## src/verilog/sequencer_defs.svh

```systemverilog
// constants for the next-address sequencer
`ifndef SEQUENCER_DEFS_SVH
`define SEQUENCER_DEFS_SVH
// widths and stack depth
`define ADDR_W 15
`define LOW_W 11
`define STACK_DEPTH 16
`define SP_W 4
`define SP_STEP 4'h1
// reset values
`define RST_ADDR 15'h0000
`define RST_SP 4'h0
// timing: clock edges per microcycle at 125 MHz
`define CLK_PERIOD_NS 8
`define MICROCYCLE_NS 32
`define MICROCYCLE_CLOCKS (`MICROCYCLE_NS / `CLK_PERIOD_NS)
// control store word field positions
`define CSW_OS_SEL 18
`define CSW_HI_MSB 17
`define CSW_HI_LSB 9
`define CSW_LO_MSB 8
`define CSW_LO_LSB 4
`define CSW_ROM_SEL 4
`define CSW_SP_DIR 3
// skip control codes
`define SC_RET_P1_COND 5'h10
`define SC_LOOP_Z 5'h11
`define SC_POP 5'h12
`define SC_LOOP_C 5'h13
`define SC_RETURN 5'h14
`define SC_NOP 5'h15
`define SC_RET_P1 5'h16
`define SC_LOOP_SYNC 5'h17
`define SC_SKIP 5'h1E
// jump control codes
`define JC_JUMP 4'h4
`define JC_CALL 4'hC
`define JC_CALL_IB 4'hD
`define JC_SKIP_IB 4'hE
`endif

```

## src/verilog/sequencer_pkg.sv

```systemverilog
// types of the next-address sequencer
`default_nettype none
package sequencer_pkg;
  // microcycle phases, gray coded along the cycle
  typedef enum logic [1:0] {
    PH_SAMPLE = 2'b00,
    PH_STROBE = 2'b01,
    PH_SETTLE = 2'b11,
    PH_PRESENT = 2'b10
  } phase_t;
endpackage
`default_nettype wire

```

## src/verilog/low_incrementer.sv

```systemverilog
// 11-bit incrementer between the micro-pc bus and the next-address bus
`timescale 1ns/1ps
`default_nettype none
`include "sequencer_defs.svh"
module low_incrementer (
  input wire logic [`LOW_W-1:0] value,
  input wire logic carry_in,
  output logic [`LOW_W-1:0] sum
);
  // carry out is dropped so steps stay inside the page
  assign sum = value + {10'h000, carry_in};
endmodule
`default_nettype wire

```

## src/verilog/next_address_sequencer.sv

```systemverilog
// next-microaddress sequencer with subroutine stack and page flag
`timescale 1ns/1ps
`default_nettype none
`include "sequencer_defs.svh"
module next_address_sequencer (
  input wire logic ref_clk,
  input wire logic rst_n,
  input wire logic [18:0] control_store_word,
  input wire logic [4:0] skip_control_field,
  input wire logic [3:0] jump_control_field,
  input wire logic jump_microinstruction,
  input wire logic dispatch_microinstruction,
  input wire logic skip_condition,
  input wire logic jump_condition,
  input wire logic instruction_byte_available,
  input wire logic error_summary,
  input wire logic [4:0] operand_specifier_register,
  input wire logic [7:0] opcode_rom_data,
  input wire logic [7:0] specifier_rom_data,
  input wire logic page_set,
  input wire logic page_clear,
  output logic [`ADDR_W-1:0] next_address_bus,
  output logic microcycle_start,
  output logic register_clock_strobe,
  output logic micro_pc_drive,
  output logic return_drive,
  output logic incrementer_carry_in,
  output logic stack_pointer_count,
  output logic high_jump_select,
  output logic low_jump_select,
  output logic dispatch_rom_select,
  output logic user_store_page_flag,
  output logic [`SP_W-1:0] stack_pointer
);
  // captured microinstruction and conditions
  sequencer_pkg::phase_t phase, next_phase;
  logic [18:0] word, next_word;
  logic [4:0] sfield, next_sfield;
  logic [3:0] jfield, next_jfield;
  logic jump_inst, next_jump_inst;
  logic disp_inst, next_disp_inst;
  logic s_cond, next_s_cond;
  logic j_cond, next_j_cond;
  logic ib_ok, next_ib_ok;
  logic err, next_err;
  logic [4:0] spec, next_spec;
  logic [7:0] opc_rom, next_opc_rom;
  logic [7:0] spec_rom, next_spec_rom;
  logic set_page, next_set_page;
  logic clr_page, next_clr_page;
  // address, stack and page state
  logic [`ADDR_W-1:0] micro_pc, next_micro_pc, next_next_address;
  logic [`SP_W-1:0] next_stack_pointer;
  logic next_user_store_page_flag;
  // decode and datapath nets
  logic jump_taken, push, count_up;
  logic [`ADDR_W-1:0] micro_pc_bus, top_of_stack;
  logic [`LOW_W-1:0] low_sum;
  logic [`SP_W-1:0] write_addr;
  logic [4:0] low_jump;
  always_comb begin
    next_word = word;
    next_sfield = sfield;
    next_jfield = jfield;
    next_jump_inst = jump_inst;
    next_disp_inst = disp_inst;
    next_s_cond = s_cond;
    next_j_cond = j_cond;
    next_ib_ok = ib_ok;
    next_err = err;
    next_spec = spec;
    next_opc_rom = opc_rom;
    next_spec_rom = spec_rom;
    next_set_page = set_page;
    next_clr_page = clr_page;
    case (phase)
      sequencer_pkg::PH_SAMPLE: begin
        next_phase = sequencer_pkg::PH_STROBE;
        next_word = control_store_word;
        next_sfield = skip_control_field;
        next_jfield = jump_control_field;
        next_jump_inst = jump_microinstruction;
        next_disp_inst = dispatch_microinstruction;
        next_s_cond = skip_condition;
        next_j_cond = jump_condition;
        next_ib_ok = instruction_byte_available;
        next_err = error_summary;
        next_spec = operand_specifier_register;
        next_opc_rom = opcode_rom_data;
        next_spec_rom = specifier_rom_data;
        next_set_page = page_set;
        next_clr_page = page_clear;
      end
      sequencer_pkg::PH_STROBE: next_phase = sequencer_pkg::PH_SETTLE;
      sequencer_pkg::PH_SETTLE: next_phase = sequencer_pkg::PH_PRESENT;
      sequencer_pkg::PH_PRESENT: next_phase = sequencer_pkg::PH_SAMPLE;
      default: next_phase = sequencer_pkg::PH_SAMPLE;
    endcase
    if (!rst_n) begin
      next_phase = sequencer_pkg::PH_SAMPLE;
      next_word = 19'h0_0000;
      next_sfield = `SC_NOP;
      next_jfield = 4'h0;
      next_jump_inst = 1'b0;
      next_disp_inst = 1'b0;
      next_set_page = 1'b0;
      next_clr_page = 1'b0;
    end
  end

  // phase and capture registers
  always_ff @(posedge ref_clk) begin
    phase <= next_phase;
    word <= next_word;
    sfield <= next_sfield;
    jfield <= next_jfield;
    jump_inst <= next_jump_inst;
    disp_inst <= next_disp_inst;
    s_cond <= next_s_cond;
    j_cond <= next_j_cond;
    ib_ok <= next_ib_ok;
    err <= next_err;
    spec <= next_spec;
    opc_rom <= next_opc_rom;
    spec_rom <= next_spec_rom;
    set_page <= next_set_page;
    clr_page <= next_clr_page;
  end
  // microcycle framing strobes
  assign microcycle_start = (phase == sequencer_pkg::PH_SAMPLE);
  assign register_clock_strobe = (phase == sequencer_pkg::PH_STROBE);
  // control decode of skip and jump fields
  always_comb begin
    micro_pc_drive = 1'b0;
    return_drive = 1'b0;
    stack_pointer_count = 1'b0;
    incrementer_carry_in = 1'b0;
    jump_taken = 1'b0;
    push = 1'b0;
    if (jump_inst || disp_inst) begin
      micro_pc_drive = 1'b1;
      case (jfield)
        `JC_JUMP, `JC_CALL: jump_taken = 1'b1;
        `JC_CALL_IB: jump_taken = ib_ok;
        `JC_SKIP_IB: incrementer_carry_in = ib_ok;
        default: jump_taken = j_cond;
      endcase
      push = jump_taken && (jfield == `JC_CALL || jfield == `JC_CALL_IB);
      stack_pointer_count = push;
    end else begin
      case (sfield)
        `SC_NOP: micro_pc_drive = 1'b1;
        `SC_SKIP: begin
          micro_pc_drive = 1'b1;
          incrementer_carry_in = 1'b1;
        end
        `SC_RETURN: begin
          return_drive = 1'b1;
          stack_pointer_count = 1'b1;
        end
        `SC_RET_P1: begin
          return_drive = 1'b1;
          stack_pointer_count = 1'b1;
          incrementer_carry_in = 1'b1;
        end
        `SC_RET_P1_COND: begin
          incrementer_carry_in = 1'b1;
          return_drive = !err;
          stack_pointer_count = !err;
          micro_pc_drive = err;
        end
        `SC_LOOP_Z, `SC_LOOP_C: begin
          return_drive = s_cond;
          micro_pc_drive = !s_cond;
          stack_pointer_count = !s_cond;
        end
        `SC_LOOP_SYNC: begin
          return_drive = s_cond;
          micro_pc_drive = !s_cond;
        end
        `SC_POP: begin
          micro_pc_drive = 1'b1;
          stack_pointer_count = 1'b1;
        end
        default: begin
          micro_pc_drive = 1'b1;
          incrementer_carry_in = s_cond;
        end
      endcase
    end
  end

  assign high_jump_select = jump_taken;
  assign low_jump_select = jump_taken && jump_inst;
  assign dispatch_rom_select = jump_taken && disp_inst;
  // returns put top of stack on the micro-pc bus
  assign micro_pc_bus = return_drive ? top_of_stack : (micro_pc_drive ? micro_pc : `RST_ADDR);
  // only the low bits are incremented
  low_incrementer u_inc (
    .value(micro_pc_bus[`LOW_W-1:0]),
    .carry_in(incrementer_carry_in),
    .sum(low_sum)
  );
  // specifier bits ORed under word bit 18
  assign low_jump = word[`CSW_LO_MSB:`CSW_LO_LSB] |
    (word[`CSW_OS_SEL] ? spec : 5'h00);
  // next address selection
  always_comb begin
    // high bits pass, low bits incremented
    next_next_address = {micro_pc_bus[14:11], low_sum};
    if (jump_taken) begin
      // page flag and jump field on high bits
      next_next_address[14:5] = {user_store_page_flag, word[`CSW_HI_MSB:`CSW_HI_LSB]};
      // low jump field on jump words
      if (jump_inst) begin
        next_next_address[4:0] = low_jump;
      end
      if (disp_inst) begin
        next_next_address[7:0] = word[`CSW_ROM_SEL] ? opc_rom : spec_rom;
      end
    end
    if (phase != sequencer_pkg::PH_STROBE) begin
      next_next_address = next_address_bus;
    end
    // micro-pc holds presented address plus one
    next_micro_pc = micro_pc;
    if (phase == sequencer_pkg::PH_PRESENT) begin
      next_micro_pc = next_address_bus + 15'h0001;
    end
    if (!rst_n) begin
      next_next_address = `RST_ADDR;
      next_micro_pc = `RST_ADDR;
    end
  end

  // address registers
  always_ff @(posedge ref_clk) begin
    next_address_bus <= next_next_address;
    micro_pc <= next_micro_pc;
  end
  // write address pre-decremented for a push when word bit 3 is clear, else the pointer itself
  assign count_up = word[`CSW_SP_DIR];
  assign write_addr = count_up ? stack_pointer : stack_pointer - `SP_STEP;
  // push at the strobe trailing edge
  subroutine_stack u_stack (
    .ref_clk(ref_clk),
    .write_en(push && register_clock_strobe),
    .write_addr(write_addr),
    .write_data(micro_pc_bus),
    .read_addr(stack_pointer),
    .read_data(top_of_stack)
  );
  // pointer and page flag next values
  always_comb begin
    next_stack_pointer = stack_pointer;
    next_user_store_page_flag = user_store_page_flag;
    if (phase == sequencer_pkg::PH_SETTLE) begin
      if (stack_pointer_count) begin
        next_stack_pointer = count_up ? stack_pointer + `SP_STEP : stack_pointer - `SP_STEP;
      end
      if (set_page) begin
        next_user_store_page_flag = 1'b1;
      end else if (clr_page) begin
        next_user_store_page_flag = 1'b0;
      end
    end
    if (!rst_n) begin
      next_stack_pointer = `RST_SP;
      next_user_store_page_flag = 1'b0;
    end
  end

  // pointer and page registers
  always_ff @(posedge ref_clk) begin
    stack_pointer <= next_stack_pointer;
    user_store_page_flag <= next_user_store_page_flag;
  end
endmodule
`default_nettype wire

```

## src/verilog/subroutine_stack.sv

```systemverilog
// subroutine stack memory with registered read data
`timescale 1ns/1ps
`default_nettype none
`include "sequencer_defs.svh"
module subroutine_stack (
  input wire logic ref_clk,
  input wire logic write_en,
  input wire logic [`SP_W-1:0] write_addr,
  input wire logic [`ADDR_W-1:0] write_data,
  input wire logic [`SP_W-1:0] read_addr,
  output logic [`ADDR_W-1:0] read_data
);
  logic [`ADDR_W-1:0] mem [0:`STACK_DEPTH-1];

  // write port and registered read port
  always_ff @(posedge ref_clk) begin
    if (write_en) begin
      mem[write_addr] <= write_data;
    end
    read_data <= mem[read_addr];
  end
endmodule
`default_nettype wire
```

## config.mk

```make
export PLATFORM = sky130hd
export DESIGN_NAME = next_address_sequencer
export DESIGN_NICKNAME = d
export VERILOG_FILES = /design/src/verilog/sequencer_pkg.sv /design/src/verilog/low_incrementer.sv /design/src/verilog/next_address_sequencer.sv /design/src/verilog/subroutine_stack.sv
export VERILOG_INCLUDE_DIRS = /design/src /design/src/verilog
export SDC_FILE = /design/constraint.sdc
export NUM_CORES = 1
export LEC_CHECK = 0
export BUFFER_PORTS_ARGS = -buffer_cell sky130_fd_sc_hd__buf_2
export CAP_MARGIN = 20
export CORE_MARGIN = 2
export CORE_UTILIZATION = 54
export CTS_CLUSTER_SIZE = 12
export DETAILED_ROUTE_END_ITERATION = 8
export GPL_ROUTABILITY_DRIVEN = 0
export PLACE_DENSITY = 0.75
export SYNTH_ARGS = -nofsm -noshare
export SYNTH_HDL_FRONTEND = slang
export SYNTH_SLANG_ARGS = --single-unit
```

## constraint.sdc

```tcl
create_clock -name ref_clk -period 3.4 [get_ports ref_clk]
set_input_delay 0.51 -clock ref_clk [delete_from_list [all_inputs] [get_ports ref_clk]]
set_output_delay 0.51 -clock ref_clk [all_outputs]
set_load 0.03 [all_outputs]
```

# Word level (Yosys, flattened, before mapping)

Memory sizes are Yosys's and may differ from the RTL's. A register that Yosys moved wholly into a read port is not among the register bits.
Index checks and enable logic that the tools add are counted.
Widths: inputs -> output; s select.

Memory bits (read-only): 0
Input bits: 59
Bits in writable memories: 240
Output and inout bits: 29
Memories: 1
Latch bits: 0
Register bits after elaboration: 94
Logic and storage cells: 88

Memory list:

| name        | depth | width | rd ports | clocked after memory_dff | write ports | RTL line               | source |
|---|---|---|---|---|---|---|---|
| u_stack.mem | 16    | 15    | 1        | 1                        | 1           | subroutine_stack.sv:13 | `` logic [`ADDR_W-1:0] mem [0:`STACK_DEPTH-1]; `` |

Shift-type cells: 0
$lt $le $gt $ge: 0
Equal/unequal tests: 17
Multiplexer cells: 27
Reduce and logical (&&, ||, !) cells: 19
Add/sub/neg operators: 4
Bitwise gates (word level): 1
Div/mod/pow operators: 0
$mul: 0

Operators by type and width:

| kind                  | number |
|---|---|
| $eq 5x5->1 const B    | 9 |
| $mux 15               | 3 |
| $mux 8                | 2 |
| $add 15x1->15 const B | 1 |
| $eq 4x4->1 const B    | 3 |
| $mux 1                | 12 |
| $pmux 1 s3            | 4 |
| $add 11x1->11         | 1 |
| $mux 5                | 2 |
| $reduce_or 3->1       | 3 |
| $mux 4                | 2 |
| $pmux 2 s4            | 1 |
| $reduce_or 2->1       | 3 |
| $reduce_or 6->1       | 1 |
| $or 5x5->5            | 1 |
| $add 4x1->4 const B   | 1 |
| $eq 2x2->1 const B    | 2 |
| $eq 4x3->1 const B    | 1 |
| $logic_and 1x1->1     | 4 |
| $reduce_and 2->1      | 2 |
| $sub 4x1->4 const B   | 1 |
| $eq 2x1->1 const B    | 1 |
| $logic_not 1->1       | 2 |
| $logic_not 2->1       | 1 |
| other kinds (4)       | 5 |

# Depth between registers and ports, before layout

Depth in word-level cells: 10
Depth in mapped cells: 14
Depth with buffers taken out: 11

# Cells and area by module

Synthesis repeated with hierarchy kept, for this count alone.

Cell total of the unflattened synthesis: 919
Area, all modules: 14,034.7 um^2

Modules (own cells, without submodules):

| module                 | instances | cells each | sequential area each (um^2) | area each (um^2) |
|---|---|---|---|---|
| subroutine_stack       | 1         | 406        | 7,507.2                     | 9,446.6 |
| next_address_sequencer | 1         | 491        | 2,072.0                     | 4,415.5 |
| low_incrementer        | 1         | 22         | 0.0                         | 172.7 |

# Worst setup path after synthesis

Ideal clock, no wire load.

Path kind: register to register
Start: register stack_pointer[0]
End: memory u_stack.mem[13][0] (netlist bit), enable pin
Arrival time: 3.109 ns
Setup time: 0.409 ns
Slack: -0.118 ns
Required time: 2.991 ns
Buffers on the path: 2
Cell stages (with the launch flop): 8
Period minus slack after synthesis: 3.518 ns
Cells stage by stage: dfxtp_1 > clkbuf_1 > clkbuf_1 > inv_1 > ha_1 > mux2i_1 > and4bb_1 > nor3b_1

Word-level cells in the longest chain between the ends: 2

RTL lines:

| element                | RTL line                      | source |
|---|---|---|
| from (decl)            | next_address_sequencer.sv:33  | `` output logic [`SP_W-1:0] stack_pointer `` |
| from (signal assigned) | next_address_sequencer.sv:275 | `stack_pointer <= next_stack_pointer;` |
| $sub 4x1->4 (no line)  | -                             |  |
| $mux 4 (no line) (*)   | -                             |  |
| to (decl)              | subroutine_stack.sv:13        |  |

Every way passes the cells marked *; elsewhere a longest branch is shown, timed or not.

# Worst setup path after layout

Start: register disp_inst
End: output port high_jump_select

Word-level cells in the longest chain between the ends: 2

RTL lines:

| element                | RTL line                      | source |
|---|---|---|
| from (decl)            | next_address_sequencer.sv:41  | `logic disp_inst, next_disp_inst;` |
| from (signal assigned) | next_address_sequencer.sv:118 | `disp_inst <= next_disp_inst;` |
| $logic_or 1x1->1       | next_address_sequencer.sv:140 | `if (jump_inst \|\| disp_inst) begin` |
| $mux 1                 | next_address_sequencer.sv:140 |  |
| to (decl)              | next_address_sequencer.sv:29  | `output logic high_jump_select,` |

Every way passes these cells.

==> metrics.yaml <==
first_global_vias: 8126
synth_area_mm2: 0.0140
fp.dieW_um: 165
critPathTopFamily: "buffers and inverters"
synth_compound_area_frac: 0.0556
tritoncts: "built"
dp_cells: 1299
antenna_found_initial: 0
wl_per_cell_um: 22.0
initial_utilization: 0.553
via_per_inst: 5.97
io_buffers: 84
cts_hold_buf: 0
pin_count: 88
postCtsResizedCells: 0
dieHeight_um: 165
critPathRequiredTime_ps: 2890
grt_pass1_wl_mm: 46.0
p_leak_nw: 5.47
synthArstFlopShare: 0
drive_gt1_frac: 0.252
cts_buffer_depth: 3
h-tree-depth: 2
post-route-period-util: 0.867
root_buffer: "clkbuf_16"
drv_slew: 0
postRouteAntennaNets: 0
r2r_end: "next_address_bus[10]$_SDFFE_PN0P_"
cp_cell_sequence: "buf_4 > o22ai_1 > nor3_1 > nand2_1 > buf_4 > inv_2 > buf_4 > buf_2"
fillers: 1800
critPathArrivalTime_ps: 2440
detailed_place_hpwl_mm: 18.9
yosysSeqAreaShare: 0.684
yosys-top-cells-area: "edfxtp_1, mux4_2, dfxtp_1"
synth-edff-count: 265
ys_seq_elements: 346
cpMostUsedCell: "buf_4"
total_power_mw: 9.10
grt_usage: 0.227
area_delta_synth_final_pct: 14.8
synthAdderAreaFrac: 0.00625
holdPathEnd: "spec_rom[0]$_DFFE_PP_"
finalSetupTns_ps: 0
multi_input_area_mm2: 0.00416
end_kind: "output pin"
synth-main-ff-cell: "edfxtp_1"
hp-class: "in2reg"
drt_iter0_drc: 760
syn_area_per_cell_um2: 15.6
synth-xor-area-share: 0.0181
cts-buffers-inserted: 37
whs_path_depth: 1
cts.sinks: 346
postPlaceCellArea_mm2: 0.0149
post_cts_buffers: 0
tightest_slew_ps: 1070
drc_errors: 0
grt_start_max_net_pins: 46
dieArea_mm2: 0.0272
critPathBufInv: 5
clk_latency_ps: 530
finalClockSkew_ps: 15.0
fmaxAchievable_ghz: 0.339
setup_viol: 0
vias: 8159
yosysWarnings: 0
power.density_mw_per_mm2: 566
max-cap-violations: 0
worstSetupStartpointType: "flop"
dr.pass1.iters: 5
hold_violations: 0
min_from: "specifier_rom_data[0]"
worst-r2r-cell-count: 11
regToRegSetupSlack_ps: 460
r2r_start: "jump_inst$_SDFFE_PN0P_"
synth_top_family_by_area: "multiplexers"
slowest_delay_ps: 380
status: "finished, final reports clean"
ff_latch_area_mm2: 0.00958
final_nets: 1075
rsz0062_at_grt: "false"
holdWs_ps: 156
syn_nets: 962
synth_cells: 896
stdcell_area_mm2: 0.0161
n_antenna_cell: 0
drt-total-wl_mm: 30.1
grt-ovfl-total: 0
fin_cells: 1367
yosysTopAreaCell: "edfxtp_1"
synthDominantCellAreaShare: 0.568
relSlewSlack: 0.284
timing_worst_setup_path_type: "reg2out"
path_clk_slew_ps: 60
crit_fanout: 16
ys_types: 57
row_count: 58
min_period_ps: 2950
core_region_area_mm2: 0.0253
muxShareOfSynthArea: 0.144
crit_slowest_cell: "dfxtp_1"
yosys.area_share.simple: 0.0724
ir_drop_v: 0.000414
## Yosys cell counts (all sizes together) (7+ instances only)
library cell  instances
a211oi               15
a21oi                45
buf                  17
clkbuf               31
dfxtp                81
edfxtp              265
ha                    7
inv                  14
mux2                 11
mux2i                20
mux4                 75
nand2               101
nand3                24
nor2                 40
nor3                 12
o21ai                29
xnor2                15
xor2                 14
## power breakdown
part | leakage (nW) | switching [mW] | total [mW] | internal [mW]
Sequential | 3.11 | 0.0706 | 4.75 | 4.68
Combinational | 1.79 | 0.370 | 0.562 | 0.193
Clock | 0.559 | 1.57 | 3.78 | 2.21
## sequential cells by signal, indices dropped and copies added, names as in the netlist, 2 cells and up
signal	count
jfield	4
micro_pc	15
next_address_bus	15
opc_rom	8
phase	2
sfield	5
spec	5
spec_rom	8
stack_pointer	4
u_stack.mem	240
u_stack.read_data	15
word	16
## through the flow
| stage | setup slack [ps] | util |
|---|---|---|
| 5_1_grt | 155 | 0.635 |
| 4_1_cts | 454 | 0.634 |
| 2_1_floorplan | 336 | - |
| 3_3_place_gp | 570 | 0.589 |
| 6_report | 453 | 0.635 |
| 3_5_place_dp | 509 | 0.589 |
## logic make-up after synthesis
kind of cell / count (synthesis)
AOI/OAI and AO/OA: 127
xor gates and xnor gates: 29
adders and majority gates: 7
buffers and inverters: 62
DFF: 346
muxes: 106
and+or+nand+nor: 219
## layout make-up
| cell class | count | area share |
|---|---|---|
| Clock inverter | 9 | 0.00591 |
| Multi-Input combinational cell | 488 | 0.259 |
| Inverter | 14 | 0.00327 |
| Sequential cell | 346 | 0.596 |
| Clock buffer | 58 | 0.0652 |
| Tap cell | 330 | 0.0257 |
| Timing Repair Buffer | 122 | 0.0451 |
## metal layers
| metal | global-route usage | up-vias | routed length (µm) |
|---|---|---|---|
| met5 | 0 | - | 0 |
| met4 | 0.0842 | 0 | 830 |
| met3 | 0.0370 | 61 | 1680 |
| met2 | 0.378 | 270 | 14800 |
| met1 | 0.305 | 4138 | 12800 |
| li1 | - | 3690 | - |
## cells in the final DEF (no fill, tap or decap), types with 8 or more instances in the layout
cell / instances
buf_2: 84
edfxtp_1: 265
inv_1: 10
nand2_1: 101
xnor2_1: 15
mux2i_1: 20
mux4_2: 75
o21ai_0: 25
a211oi_1: 15
nor3_1: 12
mux2_1: 8
clkbuf_16: 37
a21oi_1: 45
nor2_1: 39
xor2_1: 14
buf_4: 36
dfxtp_1: 79
clkbuf_1: 16
nand3_1: 24
## how the worst max path moves through the flow
stage                             startpoint                                 to  slack (ps)  cells past startpoint
2_1_floorplan  stack_pointer[0]$_SDFFE_PN0P_        u_stack.mem[1][0]$_DFFE_PP_         340                      8
3_3_place_gp          jump_inst$_SDFFE_PN0P_  next_address_bus[10]$_SDFFE_PN0P_         570                     11
3_5_place_dp          jump_inst$_SDFFE_PN0P_  next_address_bus[10]$_SDFFE_PN0P_         510                     11
4_1_cts               disp_inst$_SDFFE_PN0P_                   high_jump_select         450                      8
5_1_grt               jump_inst$_SDFFE_PN0P_  next_address_bus[10]$_SDFFE_PN0P_         150                     11
6_report              disp_inst$_SDFFE_PN0P_                   high_jump_select         450                      8
Power figures use the tool's default switching activity.
